### config.mk
export PLATFORM = sky130hd
export DESIGN_NAME = acc_converter_ctrl
export DESIGN_NICKNAME = d
export VERILOG_FILES = /design/src/acc_pkg.sv /design/src/acc_converter_ctrl.sv
export SDC_FILE = /design/constraint.sdc
export NUM_CORES = 1
export LEC_CHECK = 0
export BUFFER_PORTS_ARGS = -buffer_cell sky130_fd_sc_hd__buf_2
export CAP_MARGIN = 0
export CORE_ASPECT_RATIO = 1.1
export CORE_UTILIZATION = 57
export DETAILED_ROUTE_END_ITERATION = 8
export MAX_ROUTING_LAYER = met4
export PLACE_DENSITY = 0.81
export SYNTH_ARGS = -nofsm -noshare
export SYNTH_HDL_FRONTEND = slang
export SYNTH_SLANG_ARGS = --single-unit
### constraint.sdc
create_clock -name sys_clk -period 5 [get_ports sys_clk]
set_input_delay 1 -clock sys_clk [delete_from_list [all_inputs] [get_ports sys_clk]]
set_output_delay 1 -clock sys_clk [all_outputs]
set_load 0.02 [all_outputs]
### src/acc_pkg.sv
package acc_pkg;

    // ==================================================================
    // Register byte addresses.
    localparam logic [7:0] ACC_ADDR_RES_LOW = 8'h78;
    localparam logic [7:0] ACC_ADDR_RES_HIGH = 8'h79;
    localparam logic [7:0] ACC_ADDR_CTRL = 8'h7a;
    localparam logic [7:0] ACC_ADDR_CTRL2 = 8'h7b;
    localparam logic [7:0] ACC_ADDR_INSEL = 8'h7c;

    // ==================================================================
    // Reset values.
    localparam logic [7:0] ACC_CTRL_RST = 8'h00;
    localparam logic [7:0] ACC_INSEL_RST = 8'h00;
    localparam logic [2:0] ACC_TRIG_RST = 3'h0;

    // ==================================================================
    // Control and status register fields.
    localparam int ACC_CTRL_EN_BIT = 7;
    localparam int ACC_CTRL_START_BIT = 6;
    localparam int ACC_CTRL_ATE_BIT = 5;
    localparam int ACC_CTRL_DONE_BIT = 4;
    localparam int ACC_CTRL_IE_BIT = 3;
    localparam int ACC_CTRL_PS_LSB = 0;

    // ==================================================================
    // Input select register fields.
    localparam int ACC_INSEL_REF_LSB = 6;
    localparam int ACC_INSEL_LEFT_BIT = 5;
    localparam int ACC_INSEL_CHAN_LSB = 0;

    // Trigger source code for free running conversions.
    localparam logic [2:0] ACC_TRIG_FREE = 3'h0;

    // ==================================================================
    // Conversion lengths in converter clock cycles, and the prescaler counter width.
    localparam logic [4:0] ACC_FIRST_LEN = 5'd25;
    localparam logic [4:0] ACC_NORM_LEN = 5'd13;
    localparam int ACC_PRE_W = 7;

    // ==================================================================
    // Decoded input routing towards the analog core.
    typedef enum logic [3:0] {
        ACC_IN_SINGLE = 4'b0001,
        ACC_IN_DIFF = 4'b0010,
        ACC_IN_BANDGAP = 4'b0100,
        ACC_IN_GROUND = 4'b1000
    } acc_in_mode_e;

    typedef enum logic [2:0] {
        ACC_GAIN_1X = 3'b001,
        ACC_GAIN_10X = 3'b010,
        ACC_GAIN_200X = 3'b100
    } acc_gain_e;

    // Conversion sequencer states.
    typedef enum logic [1:0] {
        ACC_ST_IDLE = 2'b01,
        ACC_ST_CONV = 2'b10
    } acc_state_e;

endpackage

### src/acc_converter_ctrl.sv
// Notes on behaviour
// - Reference field picks external, supply, 1.1V, 2.56V.
// - Reference and channel changes wait for conversion end.
// - Adjust bit realigns result immediately, even mid-conversion.
// - Codes 0-7 single inputs, 30 bandgap, 31 ground.
// - Differential codes select gain and negative input.
// - Enable powers converter; clearing aborts conversion.
// - Start bit begins single or first free-running conversion.
// - First conversion after enable takes 25, else 13.
// - Start bit reads one while busy; zero ignored.
// - Auto trigger starts conversion on trigger rising edge.
// - Done flag sets at every conversion end, even with result locked.
// - Done flag cleared by vector taken or writing one.
// - Interrupt requested when flag, enable, global enable set.
// - Prescaler code divides system clock by 2 to 128.
// - Trigger source zero is free running, no trigger.
// - Low byte read locks result until high byte read.
// - Result presented at two bytes, left or right aligned.
//
// Implementation choice: the plain strobed port.
`timescale 1ns/100ps
`default_nettype none

module acc_converter_ctrl (
    // Clock, reset and clock enable.
    input wire logic sys_clk,
    input wire logic srst,
    input wire logic clk_en,
    // Register port.
    input wire logic [7:0] reg_addr,
    input wire logic [7:0] reg_wdata,
    input wire logic reg_wr,
    input wire logic reg_rd,
    output logic [7:0] reg_rdata,
    // Processor interrupt handshake.
    input wire logic global_irq_enable,
    input wire logic irq_vector_taken,
    output logic conv_irq_req,
    // Auto trigger sources, index 1 to 7 used, index 0 unused.
    input wire logic [7:0] trigger_in,
    // Analog core side.
    input wire logic [9:0] core_result,
    output logic core_power,
    output logic core_conv_clk,
    output logic core_sample,
    output logic core_busy,
    output logic [1:0] core_ref_sel,
    output acc_pkg::acc_in_mode_e core_in_mode,
    output logic [2:0] core_pos_input,
    output logic [2:0] core_neg_input,
    output acc_pkg::acc_gain_e core_gain
);
    import acc_pkg::*;

    // ==================================================================
    // State.
    logic enable_r;
    logic ate_r;
    logic ie_r;
    logic done_r;
    logic [2:0] ps_r;
    logic [7:0] insel_r;
    logic [2:0] trig_sel_r;
    logic [1:0] ref_app_r;
    logic [4:0] chan_app_r;
    logic [ACC_PRE_W-1:0] pre_cnt_r;
    logic [4:0] cyc_r;
    logic long_r;
    logic first_pend_r;
    logic trig_prev_r;
    logic [9:0] result_r;
    logic lock_r;
    acc_state_e state_r;
    logic [7:0] rdata_r;
    logic irq_r;
    logic power_r;
    logic conv_clk_r;
    logic sample_r;
    logic busy_r;
    logic [1:0] ref_out_r;
    acc_in_mode_e mode_r;
    logic [2:0] pos_r;
    logic [2:0] neg_r;
    acc_gain_e gain_r;

    // ==================================================================
    // Register decode.
    wire ctrl_wr = reg_wr && (reg_addr == ACC_ADDR_CTRL);
    wire ctrl2_wr = reg_wr && (reg_addr == ACC_ADDR_CTRL2);
    wire insel_wr = reg_wr && (reg_addr == ACC_ADDR_INSEL);
    wire low_rd = reg_rd && (reg_addr == ACC_ADDR_RES_LOW);
    wire high_rd = reg_rd && (reg_addr == ACC_ADDR_RES_HIGH);
    wire [7:0] insel_nxt = insel_wr ? reg_wdata : insel_r;
    wire en_nxt = ctrl_wr ? reg_wdata[ACC_CTRL_EN_BIT] : enable_r;
    wire left_adj = insel_r[ACC_INSEL_LEFT_BIT];
    wire busy = (state_r == ACC_ST_CONV);

    // ==================================================================
    // Prescaler: a free running counter; the converter tick comes when
    // all counter bits below the divide ratio are ones. Codes zero and
    // one both divide by two. Changing the code mid-conversion only
    // shifts tick spacing, it never stops the sequencer.
    wire [2:0] ps_shift = (ps_r == 3'h0) ? 3'h1 : ps_r;
    wire [ACC_PRE_W-1:0] pre_mask = ACC_PRE_W'((8'h01 << ps_shift) - 8'h01);
    wire [ACC_PRE_W-1:0] pre_half = pre_mask ^ (pre_mask >> 1);
    wire [ACC_PRE_W-1:0] pre_cnt_nxt = pre_cnt_r + ACC_PRE_W'(1);
    wire conv_tick = ((pre_cnt_r & pre_mask) == pre_mask);

    // ==================================================================
    // Trigger selection and rising edge detection. Source zero feeds a
    // constant low, so switching to free running never makes an edge.
    wire trig_level = (trig_sel_r == ACC_TRIG_FREE) ? 1'b0 : trigger_in[trig_sel_r];
    wire trig_edge = trig_level && !trig_prev_r;

    // ==================================================================
    // Conversion sequencing.
    wire [4:0] conv_last = (long_r ? ACC_FIRST_LEN : ACC_NORM_LEN) - 5'd1;
    wire conv_end = busy && conv_tick && (cyc_r == conv_last);
    wire abort = busy && !en_nxt;
    wire sw_start = ctrl_wr && reg_wdata[ACC_CTRL_START_BIT] && reg_wdata[ACC_CTRL_EN_BIT];
    wire hw_start = enable_r && ate_r && trig_edge;
    wire free_run = ate_r && (trig_sel_r == ACC_TRIG_FREE);
    wire restart = conv_end && free_run;
    wire start_go = en_nxt && ((!busy && (sw_start || hw_start)) || restart);
    wire enable_rise = ctrl_wr && reg_wdata[ACC_CTRL_EN_BIT] && !enable_r;
    wire first_nxt = enable_rise || first_pend_r;
    wire apply_sel = !busy || conv_end;

    // Done flag: a completing conversion wins over either clear.
    wire done_clr = irq_vector_taken || (ctrl_wr && reg_wdata[ACC_CTRL_DONE_BIT]);
    wire done_nxt = conv_end || (done_r && !done_clr);

    // ==================================================================
    // Result presentation; the adjust bit acts on the stored result so
    // a change shows at once, even mid-conversion.
    wire [7:0] res_low = left_adj ? {result_r[1:0], 6'h00} : result_r[7:0];
    wire [7:0] res_high = left_adj ? result_r[9:2] : {6'h00, result_r[9:8]};
    wire [7:0] ctrl_rd_val = {enable_r, busy, ate_r, done_r, ie_r, ps_r};
    wire [7:0] ctrl2_rd_val = {5'h00, trig_sel_r};
    wire [7:0] rd_mux = (reg_addr == ACC_ADDR_RES_LOW) ? res_low :
                        (reg_addr == ACC_ADDR_RES_HIGH) ? res_high :
                        (reg_addr == ACC_ADDR_CTRL) ? ctrl_rd_val :
                        (reg_addr == ACC_ADDR_CTRL2) ? ctrl2_rd_val :
                        (reg_addr == ACC_ADDR_INSEL) ? insel_r : 8'h00;

    // ==================================================================
    // Channel decode of the applied code towards the analog core.
    wire [4:0] chan_nxt = apply_sel ? insel_nxt[ACC_INSEL_CHAN_LSB +: 5] : chan_app_r;
    wire [1:0] ref_nxt = apply_sel ? insel_nxt[ACC_INSEL_REF_LSB +: 2] : ref_app_r;
    acc_in_mode_e mode_nxt;
    acc_gain_e gain_nxt;
    logic [2:0] pos_nxt;
    logic [2:0] neg_nxt;

    // Single codes, gain pairs, unity pairs, then the two fixed sources.
    always_comb begin
        mode_nxt = ACC_IN_SINGLE;
        gain_nxt = ACC_GAIN_1X;
        pos_nxt = chan_nxt[2:0];
        neg_nxt = 3'h0;
        case (chan_nxt[4:3])
            2'b00: begin
                mode_nxt = ACC_IN_SINGLE;
            end
            2'b01: begin
                mode_nxt = ACC_IN_DIFF;
                gain_nxt = chan_nxt[1] ? ACC_GAIN_200X : ACC_GAIN_10X;
                pos_nxt = {1'b0, chan_nxt[2], chan_nxt[0]};
                neg_nxt = {1'b0, chan_nxt[2], 1'b0};
            end
            2'b10: begin
                mode_nxt = ACC_IN_DIFF;
                neg_nxt = 3'h1;
            end
            2'b11: begin
                if (chan_nxt[2:1] == 2'b11) begin
                    mode_nxt = chan_nxt[0] ? ACC_IN_GROUND : ACC_IN_BANDGAP;
                    pos_nxt = 3'h0;
                end else begin
                    mode_nxt = ACC_IN_DIFF;
                    neg_nxt = 3'h2;
                end
            end
            default: begin
                mode_nxt = ACC_IN_SINGLE;
            end
        endcase
    end

    // ==================================================================
    // Software visible control bits.
    always_ff @(posedge sys_clk) begin
        if (srst) begin
            enable_r <= ACC_CTRL_RST[ACC_CTRL_EN_BIT];
            ate_r <= ACC_CTRL_RST[ACC_CTRL_ATE_BIT];
            ie_r <= ACC_CTRL_RST[ACC_CTRL_IE_BIT];
            ps_r <= ACC_CTRL_RST[ACC_CTRL_PS_LSB +: 3];
            insel_r <= ACC_INSEL_RST;
            trig_sel_r <= ACC_TRIG_RST;
            done_r <= ACC_CTRL_RST[ACC_CTRL_DONE_BIT];
        end else if (clk_en) begin
            enable_r <= en_nxt;
            insel_r <= insel_nxt;
            done_r <= done_nxt;
            if (ctrl_wr) begin
                ate_r <= reg_wdata[ACC_CTRL_ATE_BIT];
                ie_r <= reg_wdata[ACC_CTRL_IE_BIT];
                ps_r <= reg_wdata[ACC_CTRL_PS_LSB +: 3];
            end
            if (ctrl2_wr) begin
                trig_sel_r <= reg_wdata[2:0];
            end
        end
    end

    // ==================================================================
    // Prescaler counter and trigger history.
    always_ff @(posedge sys_clk) begin
        if (srst) begin
            pre_cnt_r <= '0;
            trig_prev_r <= 1'b0;
        end else if (clk_en) begin
            pre_cnt_r <= pre_cnt_nxt;
            trig_prev_r <= trig_level;
        end
    end

    // ==================================================================
    // Sequencer. An abort outranks everything, so a disable in the same
    // write as a start leaves the block idle.
    always_ff @(posedge sys_clk) begin
        if (srst) begin
            state_r <= ACC_ST_IDLE;
            cyc_r <= 5'd0;
            long_r <= 1'b0;
            first_pend_r <= 1'b0;
        end else if (clk_en) begin
            first_pend_r <= start_go ? 1'b0 : first_nxt;
            case (state_r)
                ACC_ST_IDLE: begin
                    if (start_go) begin
                        state_r <= ACC_ST_CONV;
                        cyc_r <= 5'd0;
                        long_r <= first_nxt;
                    end
                end
                ACC_ST_CONV: begin
                    if (abort) begin
                        state_r <= ACC_ST_IDLE;
                    end else if (restart) begin
                        cyc_r <= 5'd0;
                        long_r <= 1'b0;
                    end else if (conv_end) begin
                        state_r <= ACC_ST_IDLE;
                    end else if (conv_tick) begin
                        cyc_r <= cyc_r + 5'd1;
                    end
                end
                default: begin
                    state_r <= ACC_ST_IDLE;
                end
            endcase
        end
    end

    // ==================================================================
    // Result holding and read lock. A conversion that ends while the
    // lock is held loses its result, though the done flag still sets.
    always_ff @(posedge sys_clk) begin
        if (srst) begin
            result_r <= 10'h000;
            lock_r <= 1'b0;
        end else if (clk_en) begin
            if (conv_end && !lock_r) begin
                result_r <= core_result;
            end
            if (high_rd) begin
                lock_r <= 1'b0;
            end else if (low_rd) begin
                lock_r <= 1'b1;
            end
        end
    end

    // ==================================================================
    // Applied selections and read data; read data stand one cycle only.
    always_ff @(posedge sys_clk) begin
        if (srst) begin
            ref_app_r <= ACC_INSEL_RST[ACC_INSEL_REF_LSB +: 2];
            chan_app_r <= ACC_INSEL_RST[ACC_INSEL_CHAN_LSB +: 5];
            rdata_r <= 8'h00;
        end else if (clk_en) begin
            ref_app_r <= ref_nxt;
            chan_app_r <= chan_nxt;
            rdata_r <= reg_rd ? rd_mux : 8'h00;
        end
    end

    // ==================================================================
    // Registered outputs towards the core and the processor.
    always_ff @(posedge sys_clk) begin
        if (srst) begin
            irq_r <= 1'b0;
            power_r <= 1'b0;
            conv_clk_r <= 1'b0;
            sample_r <= 1'b0;
            busy_r <= 1'b0;
            ref_out_r <= 2'h0;
            mode_r <= ACC_IN_SINGLE;
            pos_r <= 3'h0;
            neg_r <= 3'h0;
            gain_r <= ACC_GAIN_1X;
        end else if (clk_en) begin
            irq_r <= done_nxt && ie_r && global_irq_enable;
            power_r <= en_nxt;
            conv_clk_r <= |(pre_cnt_nxt & pre_half);
            sample_r <= start_go;
            busy_r <= start_go || (busy && !abort && !conv_end);
            ref_out_r <= ref_nxt;
            mode_r <= mode_nxt;
            pos_r <= pos_nxt;
            neg_r <= neg_nxt;
            gain_r <= gain_nxt;
        end
    end

    // Ports.
    assign reg_rdata = rdata_r;
    assign conv_irq_req = irq_r;
    assign core_power = power_r;
    assign core_conv_clk = conv_clk_r;
    assign core_sample = sample_r;
    assign core_busy = busy_r;
    assign core_ref_sel = ref_out_r;
    assign core_in_mode = mode_r;
    assign core_pos_input = pos_r;
    assign core_neg_input = neg_r;
    assign core_gain = gain_r;

endmodule

`default_nettype wire

* Word level (Yosys, flattened, before mapping) *
Cells that the tools add are included.

cells by class
  add/sub/neg operators = 4
  magnitude comparators = 1
  equality and inequality tests = 20
  shifts and indexed selects = 1
  muxes and demuxes = 44
  bitwise logic cells = 3
  reduce and logical (&&, ||, !) cells = 57

operator list
  kind                                                                   number
  8-bit 2-to-1 mux                                                       9
  8-bit by 7-bit equality test with 1-bit output, second input constant  5
  5-bit 2-to-1 mux                                                       7
  1-bit logical AND                                                      26
  7-bit AND                                                              2
  2-bit 2-to-1 mux                                                       6
  3-bit 2-to-1 mux                                                       4
  4-bit case mux with 3 select lines                                     1
  2-bit AND reduction                                                    6
  5-bit case mux with 2 select lines                                     1
  1-bit 2-to-1 mux                                                       9
  2-bit equality test, second input constant                             4
  1-bit logical NOT                                                      8
  4-bit 2-to-1 mux                                                       2
  7-bit by 1-bit adder with 7-bit output, second input constant          1
  7-bit equality test                                                    1
  1-bit logical OR                                                       7
  7-bit OR reduction                                                     1
  1-bit by 3-bit << shifter with 7-bit output, first input constant      1
  7-bit by 1-bit subtractor with 7-bit output, second input constant     1
  7-bit by 6-bit bitwise XOR with 7-bit output                           1
  3-bit logical NOT                                                      2
  3-bit by 1-bit != test with 1-bit output, second input constant        2
  2-bit case mux with 3 select lines                                     1
  19 further kinds                                                       22

word-level totals
  flip-flop bits (word level) = 78
  input port bits = 41
  logic and storage cells = 157

* Longest topological paths before layout *
Gate-level depths: netlist of the first run.

  depth after elaboration = 13
  depth in mapped cells = 14
  gate-level depth less buffers = 14

* Worst setup path before layout of the first run *
OpenSTA, ideal clock, no wires.

  path kind = input port to flip-flop
  from = input reg_addr[2]
  to = register pos_r[1] (netlist: core_pos_input[1])
  setup time = 91 ps
  data arrival time = 3,756 ps
  setup slack = 1,153 ps
  cell stages on the path = 14
  path through = clkbuf_1 nor2b_1 and4_1 buf_2 mux2i_1 nand2_1 o21ai_0 inv_1 ha_1 nand2b_1 o21ai_0 o211a_1 a221o_1 a311oi_1

between the ends
  elaborated cells on any way between the ends = 9

RTL lines
  item                                                                                          line                       source
  start, declared                                                                               acc_converter_ctrl.sv:30   input wire logic [7:0] reg_addr,
  8-bit by 7-bit equality test with 1-bit output *                                              acc_converter_ctrl.sv:90   wire insel_wr = reg_wr && (reg_addr == ACC_ADDR_INSEL);
  1-bit logical AND *                                                                           acc_converter_ctrl.sv:90
  8-bit 2-to-1 mux *                                                                            acc_converter_ctrl.sv:93   wire [7:0] insel_nxt = insel_wr ? reg_wdata : insel_r;
  5-bit 2-to-1 mux *                                                                            acc_converter_ctrl.sv:148  wire [4:0] chan_nxt = apply_sel ? insel_nxt[ACC_INSEL_CHAN_LSB +: 5] : chan_app_r;
  named net chan_nxt[3]                                                                         acc_converter_ctrl.sv:148
  2-bit equality test / 2-bit by 1-bit equality test with 1-bit output (equally long branches)  acc_converter_ctrl.sv:161  case (chan_nxt[4:3])
  3-bit case mux with 2 select lines *                                                          acc_converter_ctrl.sv:161
  end signal, assigned                                                                          acc_converter_ctrl.sv:321  pos_r <= pos_nxt;
  end, declared                                                                                 acc_converter_ctrl.sv:82   logic [2:0] pos_r;

Mark *: on every way through the listed nets, which the timed path passes. The rest lies on a longest branch.
A chain may end at the register's enable or synchronous reset.

* Final worst setup path of the first run *
Ends and elaborated chain as after synthesis.

==> results of run 1 <==
[layout by cell type (no fill, tap or decap), types with 6 or more instances in the layout]
master | netlist | layout
mux2i_1 | 20 | 20
nor2_1 | 46 | 46
o21ai_0 | 10 | 10
buf_2 | 4 | 66
clkbuf_8 | 2 | 11
o22ai_1 | 8 | 8
a211oi_1 | 9 | 9
a22oi_1 | 18 | 18
xor2_1 | 6 | 6
dfxtp_1 | 77 | 77
ha_1 | 10 | 10
nand2_1 | 72 | 72
mux2_2 | 10 | 10
nand3_1 | 22 | 22
a21oi_1 | 39 | 39
nor3_1 | 7 | 7
inv_1 | 13 | 13
[through the flow]
| step | setup WS, ps | power (mW) | area [um2] | std cells |
|---|---|---|---|---|
| finish | 1240 | 1.25 | 4710 | 637 |
| global route | 964 | 1.29 | 4710 | 637 |
| CTS | 1280 | 1.25 | 4710 | 637 |
| detailed placement | 935 | 0.722 | 4480 | 621 |
| global placement | 1110 | 0.720 | 4480 | 621 |
| floorplan | 1150 | 0.691 | 4180 | 499 |
[final cells by class]
| cell class | count | area [um2] |
|---|---|---|
| Fill cell | 591 | 2340 |
| Clock buffer | 12 | 155 |
| Timing Repair Buffer | 70 | 360 |
| Sequential cell | 77 | 1540 |
| Multi-Input combinational cell | 374 | 2420 |
| Clock inverter | 4 | 70.1 |
| Tap cell | 85 | 106 |
| Inverter | 15 | 56.3 |
[report_power, final]
| part | switching (mW) | internal [mW] |
|---|---|---|
| clock | 0.230 | 0.307 |
| sequential | 0.00577 | 0.618 |
| combinational | 0.0557 | 0.0299 |
[sequential cells by signal (all words and copies together), names as in the netlist, 3 cells and up]
register and cells:
cyc_r 5, ps_r 3, result_r 10, insel_r 8, trig_sel_r 3, core_pos_input 3, core_gain 3, core_in_mode 4
reg_rdata 8, pre_cnt_r 7, chan_app_r 5
[critical path: cells and delay by family]
| family | cells | cell delay, ps |
|---|---|---|
| compound gates | 5 | 1040 |
| fa+ha+maj | 1 | 330 |
| buf+inv | 2 | 300 |
| mux | 1 | 290 |
| simple gates | 4 | 1060 |
[logic make-up after synthesis]
logic type	after synthesis
AOI/OAI and AO/OA	131
DFF	77
buffers and inverters	48
other	1
adders and majority gates	10
muxes	33
and+or+nand+nor	191
xor gates and xnor gates	8
[per-layer routing]
| layer | GRT usage [%] | share of wire, % |
|---|---|---|
| met1 | 35.3 | 45 |
| met2 | 46.0 | 48 |
| met3 | 4.23 | 5.5 |
| met4 | 9.04 | 1.5 |
| met5 | - | 0 |
[final timing paths]
| check | cells past startpoint | slack (ps) | from | endpoint |
|---|---|---|---|---|
| setup / recovery | 13 | 1240 | reg_addr[2] | core_pos_input[1] |
| hold / removal | 2 | 470 | conv_irq_req | conv_irq_req |
| setup reg to reg | 15 | 1260 | state_r[0] | core_pos_input[1] |
| hold reg to reg | 2 | 470 | conv_irq_req | conv_irq_req |
==> flow_summary_export.csv, run 1 <==
group,metric,value,unit
drt,totalWireLength,10.3,mm
sta,setup-violations-final,0,
drt,avgRoutedWirePerCell,16.2,um
power_and_ir_drop,pwr_density_cell,265,mW/mm2
yosys,synth_compound_gate_area_share,22.2,%
yosys,number_of_enable_type_register_cells_in_the_synthesized_netlist,0,
power_and_ir_drop,power.static_leakage,1.83,nW
sta,fmax,266,MHz
cts,clk_transition_reported_paths,80,ps
setup_path,critical-path-slowest-cell,"nor2b_1",
global_route,grt_max_degree,70,
cts,clk_root_buffer_cell,"clkbuf_8",
status,run_status,"complete, no violations",
setup_path,cpPeakStageDelay,400,ps
yosys,main_combinational_cell_family_by_area_after_synthesis,"compound AO/OA/AOI/OAI gates",
setup_path,crit_path_max_fanout,11,
cells_and_area,flow.area_growth_from_synthesis,12.6,%
sta,finalHoldViolCount,0,
yosys,synthAdderAreaFrac,2.99,%
drt,detailedRoute.firstPassIterationCount,5,
die,initial_core_util,59.3,%
power_and_ir_drop,maximum_ir_drop_on_the_vdd_rail,0.181,mV
sta,final.setup_skew,8.24,ps
global_route,via_count_of_the_first_global_routing_pass,3595,
yosys,postSynthNetCount,550,
sta,tightest_slew,872,ps
sta,setup_repair_after_global_routing_missed_its_margin,"false",
drt,via_count,3951,
place,io_buffer_count,66,
sta,clock_period_minus_final_worst_setup_slack,3760,ps
drt,via_per_inst,6.20,
yosys,warnings_synthesis,0,
setup_path,most_common_cell_type_on_the_critical_path,"o21ai_0",
setup_path,cp.required,5270,ps
yosys,synth.mux.area_fraction,8.74,%
cts,cts_tree,"built",
yosys,synthMostInstantiatedCell,"dfxtp_1",
cells_and_area,design.final.nets,598,
yosys,post_synth_top_cells,"77 x dfxtp_1, 72 x nand2_1, 46 x nor2_1",
sta,finalCritPeriodShare,75.1,%
yosys,synthArstFlopShare,0,%
yosys,avgSynthCellArea,8.38,um2
setup_path,critical_path.startpoint_type,"primary input",
yosys,synthXorXnorAreaFrac,1.68,%
global_route,total_congestion_overflow,0,
setup_path,critPathKind,"in2reg",
die,die_y,91.8,um
yosys,ys_ff_latch,77,
cts,cts_max_path_buffers,2,
yosys,seq_area_frac_synth,36.9,%
cells_and_area,antenna_cells_inserted,0,
yosys,synthesis.instances,499,
drt,drc,0,
global_route,initial_antenna_violation_count,0,
cts,cts_hold_buf,0,
setup_path,cell_chain_critical_path,"buf_2, nor2b_1, and4_1, mux2i_1, nand2_1, o21ai_0, inv_1, ha_1, nand2b_1, o21ai_0, o211a_1, a221o_1, a311oi_1",
cts,post-cts-setup-buffer-count,0,
die,floorplan.die_area,0.00768,mm2
global_route,groute.usage.overall,27.9,%
yosys,mappedNetlistArea,0.00418,mm2
setup_path,critical_path.endpoint_type,"register",
sta,slew_viol_final,0,
flow_run,drv_cap,0,
cts,post_cts.resized_instances,0,
drt,detailedRoute.firstIterationViolations,331,
sta,holdWs,466,ps
die,fp-row-count,32,
yosys,synth_area_leaders,"dfxtp_1 37%, nand2_1 6.5%, mux2i_1 4.8%",
yosys,synth_area_leader_cell,"dfxtp_1",
place,detailed_place_hpwl,7.07,mm
place,routabilityCongestion,0.921,
cts,worst_skew_pair.late_latency,360,ps
sta,worst_slew_slack_as_a_fraction_of_its_limit,41.4,%
sta,fin_tns_setup,0,ps
setup_path,worstPathArrival,4030,ps
cts,cts_sinks,77,
cts,cts_buffers,9,
die,design.core.area,0.00705,mm2
yosys,synth_simple_gate_area_share,22.1,%
cells_and_area,finish.utilization,66.8,%
die,num_io_pins,69,
cts,htreeDepth,3,
worst_hold_path,min-delay-path-class,"reg2reg",
yosys,synthDistinctLibCells,77,
die,die_x_extent,83.7,um
yosys,synth_top_area_share,36.9,%
yosys,ys_dominant_reg_cell,"dfxtp_1",
cells_and_area,layout-drive-gt1-share,20.8,%
global_route,wire_length_of_the_first_global_routing_pass,16.9,mm
drt,detail-route-antenna-nets,0,
No activity file was read; power rests on OpenSTA's default activity.
==> run 2, diff against run 1 <==
--- a/config.mk
+++ b/config.mk
@@ -5,6 +5,7 @@
 export SDC_FILE = /design/constraint.sdc
 export NUM_CORES = 1
 export LEC_CHECK = 0
+export ABC_AREA = 1
 export BUFFER_PORTS_ARGS = -buffer_cell sky130_fd_sc_hd__buf_2
 export CAP_MARGIN = 0
 export CORE_ASPECT_RATIO = 1.1
==> constraint.sdc (replaced) <==
create_clock -name sys_clk -period 3.5 [get_ports sys_clk]
set_input_delay 0.7 -clock sys_clk [delete_from_list [all_inputs] [get_ports sys_clk]]
set_output_delay 0.7 -clock sys_clk [all_outputs]
set_load 0.02 [all_outputs]
==> run 2 against run 1 <==
The run now ends with DRC left. Wire length rose by 7.6%. Largest cell class unchanged. Clock skew rose by 1.4 ps. Final cell count rose by 24%. Largest power group unchanged. Utilization rose by 0.21 points. Global-route usage rose by 3.4 points.
==> flow_summary_export.csv, run 2 <==
group,metric,value,unit
status,run_status,"finished with violations",
status,failed_checks,"DRC",
setup_path,worst_r2r_path_depth,16,
sta,final.setup_skew,9.67,ps
power_and_ir_drop,maximum_ir_drop_on_the_vdd_rail,0.204,mV
cells_and_area,flow.area_growth_from_synthesis,13.0,%
cells_and_area,max_reg_flops,10,
cells_and_area,final_common_cell,"nand2_1",
sta,tightest_slew,693,ps
worst_hold_path,whs_endpoint,"reg_rdata[7]",
yosys,synth_top_area_share,36.7,%
yosys,synthMostInstantiatedCell,"nand2_1",
drt,via_per_inst,5.44,
setup_path,cp.depth,16,
sta,finalCritPeriodShare,84.8,%
setup_path,crit_path_max_fanout,7,
sta,fin_tns_setup,0,ps
sta,slew_viol_final,0,
power_and_ir_drop,power.static_leakage,2.21,nW
yosys,seq_area_frac_synth,36.7,%
die,num_io_pins,69,
die,fp-row-count,32,
yosys,warnings_synthesis,0,
sta,fmax,337,MHz
cts,clk_transition_reported_paths,80,ps
drt,detail-route-antenna-nets,0,
setup_path,worst_r2r_endpoint,"core_pos_input[2]",
cells_and_area,antenna_cells_inserted,0,
cells_and_area,layout.area.seq,0.00154,mm2
cts,post-cts-setup-buffer-count,0,
yosys,number_of_enable_type_register_cells_in_the_synthesized_netlist,0,
place,detailed_place_hpwl,8.28,mm
cts,cts_max_path_buffers,2,
setup_path,worstPathArrival,3250,ps
yosys,ys_ff_latch,77,
place,io_buffer_count,67,
yosys,synth_area_leader_cell,"dfxtp_1",
cts,post_cts.resized_instances,0,
yosys,ys_dominant_reg_cell,"dfxtp_1",
cts,cts_sinks,77,
cts,clk_root_buffer_cell,"clkbuf_8",
setup_path,worst-path-buf-inv,4,
power_and_ir_drop,pwr_density_cell,368,mW/mm2
worst_hold_path,min-delay-path-class,"reg2reg",
sta,finalHoldViolCount,0,
global_route,total_congestion_overflow,0,
die,design.core.area,0.00709,mm2
sta,clock_period_minus_final_worst_setup_slack,2970,ps
die,die_y,92.1,um
drt,detailedRoute.firstIterationViolations,270,
global_route,via_count_of_the_first_global_routing_pass,4127,
cts,htreeDepth,3,
place,routabilityCongestion,0.983,
cells_and_area,most_frequent_cells_in_the_layout,"145 x nand2_1, 87 x inv_1, 77 x dfxtp_1",
sta,setup_repair_after_global_routing_missed_its_margin,"false",
drt,detailedRoute.firstPassIterationCount,8,
drt,via_count,4288,
yosys,synthesis.instances,640,
global_route,initial_antenna_violation_count,0,
sta,worst_slew_slack_as_a_fraction_of_its_limit,53.3,%
place,dp_slack,343,ps
setup_path,critical_path.startpoint_type,"register",
worst_hold_path,timing.hold.worst.start,"reg_rdata[7]",
setup_path,worst-r2r-setup-slack,530,ps
setup_path,crit-reg2reg-launch,"state_r[0]",
yosys,post_synth_top_cells,"145 x nand2_1, 87 x inv_1, 77 x dfxtp_1",
yosys,postSynthNetCount,691,
sta,setup_ws,532,ps
cells_and_area,nFillCells,687,
setup_path,critical_path.endpoint_type,"register",
yosys,avgSynthCellArea,6.57,um2
worst_hold_path,hold_path_depth,2,
setup_path,cp.required,3790,ps
setup_path,most_common_cell_type_on_the_critical_path,"inv_1",
setup_path,timing.critical_path.max_delay_family,"simple AND/OR/NAND/NOR gates",
yosys,synth_area_leaders,"dfxtp_1 37%, nand2_1 13%, inv_1 7.8%",
yosys,synthDistinctLibCells,39,
drt,totalWireLength,11.1,mm
cells_and_area,design.final.nets,750,
global_route,grt_max_degree,49,
setup_path,cell_chain_critical_path,"inv_1, ha_1, inv_1, nor2_1, nand2_1, nor2_4, nand3_2, nand2_2, inv_2, o21ai_0, inv_1, ha_1, or2_2, nand2_1, nand3_1, a21oi_1",
global_route,wire_length_of_the_first_global_routing_pass,18.8,mm
cts,cts_tree,"built",
cts,worst_skew_pair.late_latency,350,ps
die,initial_core_util,59.3,%
yosys,synthArstFlopShare,0,%
setup_path,cpPeakStageDelay,420,ps
cells_and_area,top_register,"result_r",
setup_path,critical-path-slowest-cell,"o21ai_0",
cells_and_area,multi_input_gate_area_in_the_final_layout,0.00221,mm2
setup_path,critPathKind,"reg2reg",
cts,cts_buffers,9,
cts,cts_hold_buf,0,
cells_and_area,layout-drive-gt1-share,15.4,%
sta,setup-violations-final,0,
yosys,mappedNetlistArea,0.00420,mm2
flow_run,drv_cap,0,
drt,avgRoutedWirePerCell,14.1,um
drt,drc,4,
die,floorplan.die_area,0.00772,mm2
global_route,groute.usage.overall,31.4,%
die,die_x_extent,83.9,um
-- run 2: cell count changes in the layout (fill, tap and decap cells not counted), moves of 8 or more --
cell / previous run / this run
mux2_2: 10 / 0
a22oi_1: 18 / 0
nand2_1: 72 / 145
inv_1: 13 / 87
o21ai_0: 10 / 64
nand4_1: 3 / 11
a21oi_1: 39 / 65
nand3_1: 22 / 47
mux2i_1: 20 / 0
-- run 2: logic make-up after synthesis --
logic type	share of synthesized area [%]
adders and majority gates	2.98
AOI/OAI and AO/OA	19.2
other	0.0892
DFF	36.7
and+or+nand+nor	29.3
xor gates and xnor gates	1.04
buffers and inverters	10.8
-- run 2: per-layer routing --
layer  part of all wire, %  track usage, %
met5                     0               -
met4                   2.5            12.6
met2                    50            55.2
met1                    44            36.4
met3                   3.9            3.69
-- run 2: how the worst max path moves through the flow --
stage,start,end,slack [ps]
5_1_grt,state_r[0],core_pos_input[2],310
2_1_floorplan,reg_addr[4],core_pos_input[2],810
3_5_place_dp,reg_addr[6],core_pos_input[2],340
6_report,state_r[0],core_pos_input[2],530
4_1_cts,state_r[0],core_pos_input[2],560
3_3_place_gp,reg_addr[7],core_pos_input[2],530
-- run 2: report_power, final --
group	total, mW	internal [mW]	switching [mW]
logic	0.224	0.0774	0.147
registers	0.925	0.903	0.0223
clock network	0.597	0.254	0.344
-- run 2: stage by stage --
| stage | power [mW] | area [um2] | util [%] | hold slack (ps) | std cells |
|---|---|---|---|---|---|
| after floorplan | 1.10 | 4200 | - | 430 | 640 |
| after global placement | 1.16 | 4590 | 64.7 | 451 | 773 |
| after detailed placement | 1.17 | 4590 | 64.7 | 452 | 773 |
| after CTS | 1.75 | 4750 | 67.0 | 465 | 788 |
| after global routing | 1.82 | 4750 | 67.0 | 493 | 788 |
| final | 1.75 | 4750 | 67.0 | 463 | 788 |
-- run 2: cell type report --
| class | count | share of cell area, % |
|---|---|---|
| Multi-Input combinational cell | 445 | 46.5 |
| Inverter | 93 | 7.35 |
| Clock buffer | 9 | 2.61 |
| Tap cell | 85 | 2.24 |
| Timing Repair Buffer | 73 | 8.01 |
| Sequential cell | 77 | 32.5 |
| Clock inverter | 6 | 0.843 |
-- run 2: worst register-to-register path, cell delays in order, from the launching register on --
cell and delay (ps):
dfxtp_1 330, inv_1 60, ha_1 150, inv_1 100, nor2_1 110, nand2_1 90
nor2_4 140, nand3_2 210, nand2_2 200, inv_2 70, o21ai_0 420, inv_1 140
ha_1 280, or2_2 320, nand2_1 70, nand3_1 80, a21oi_1 130
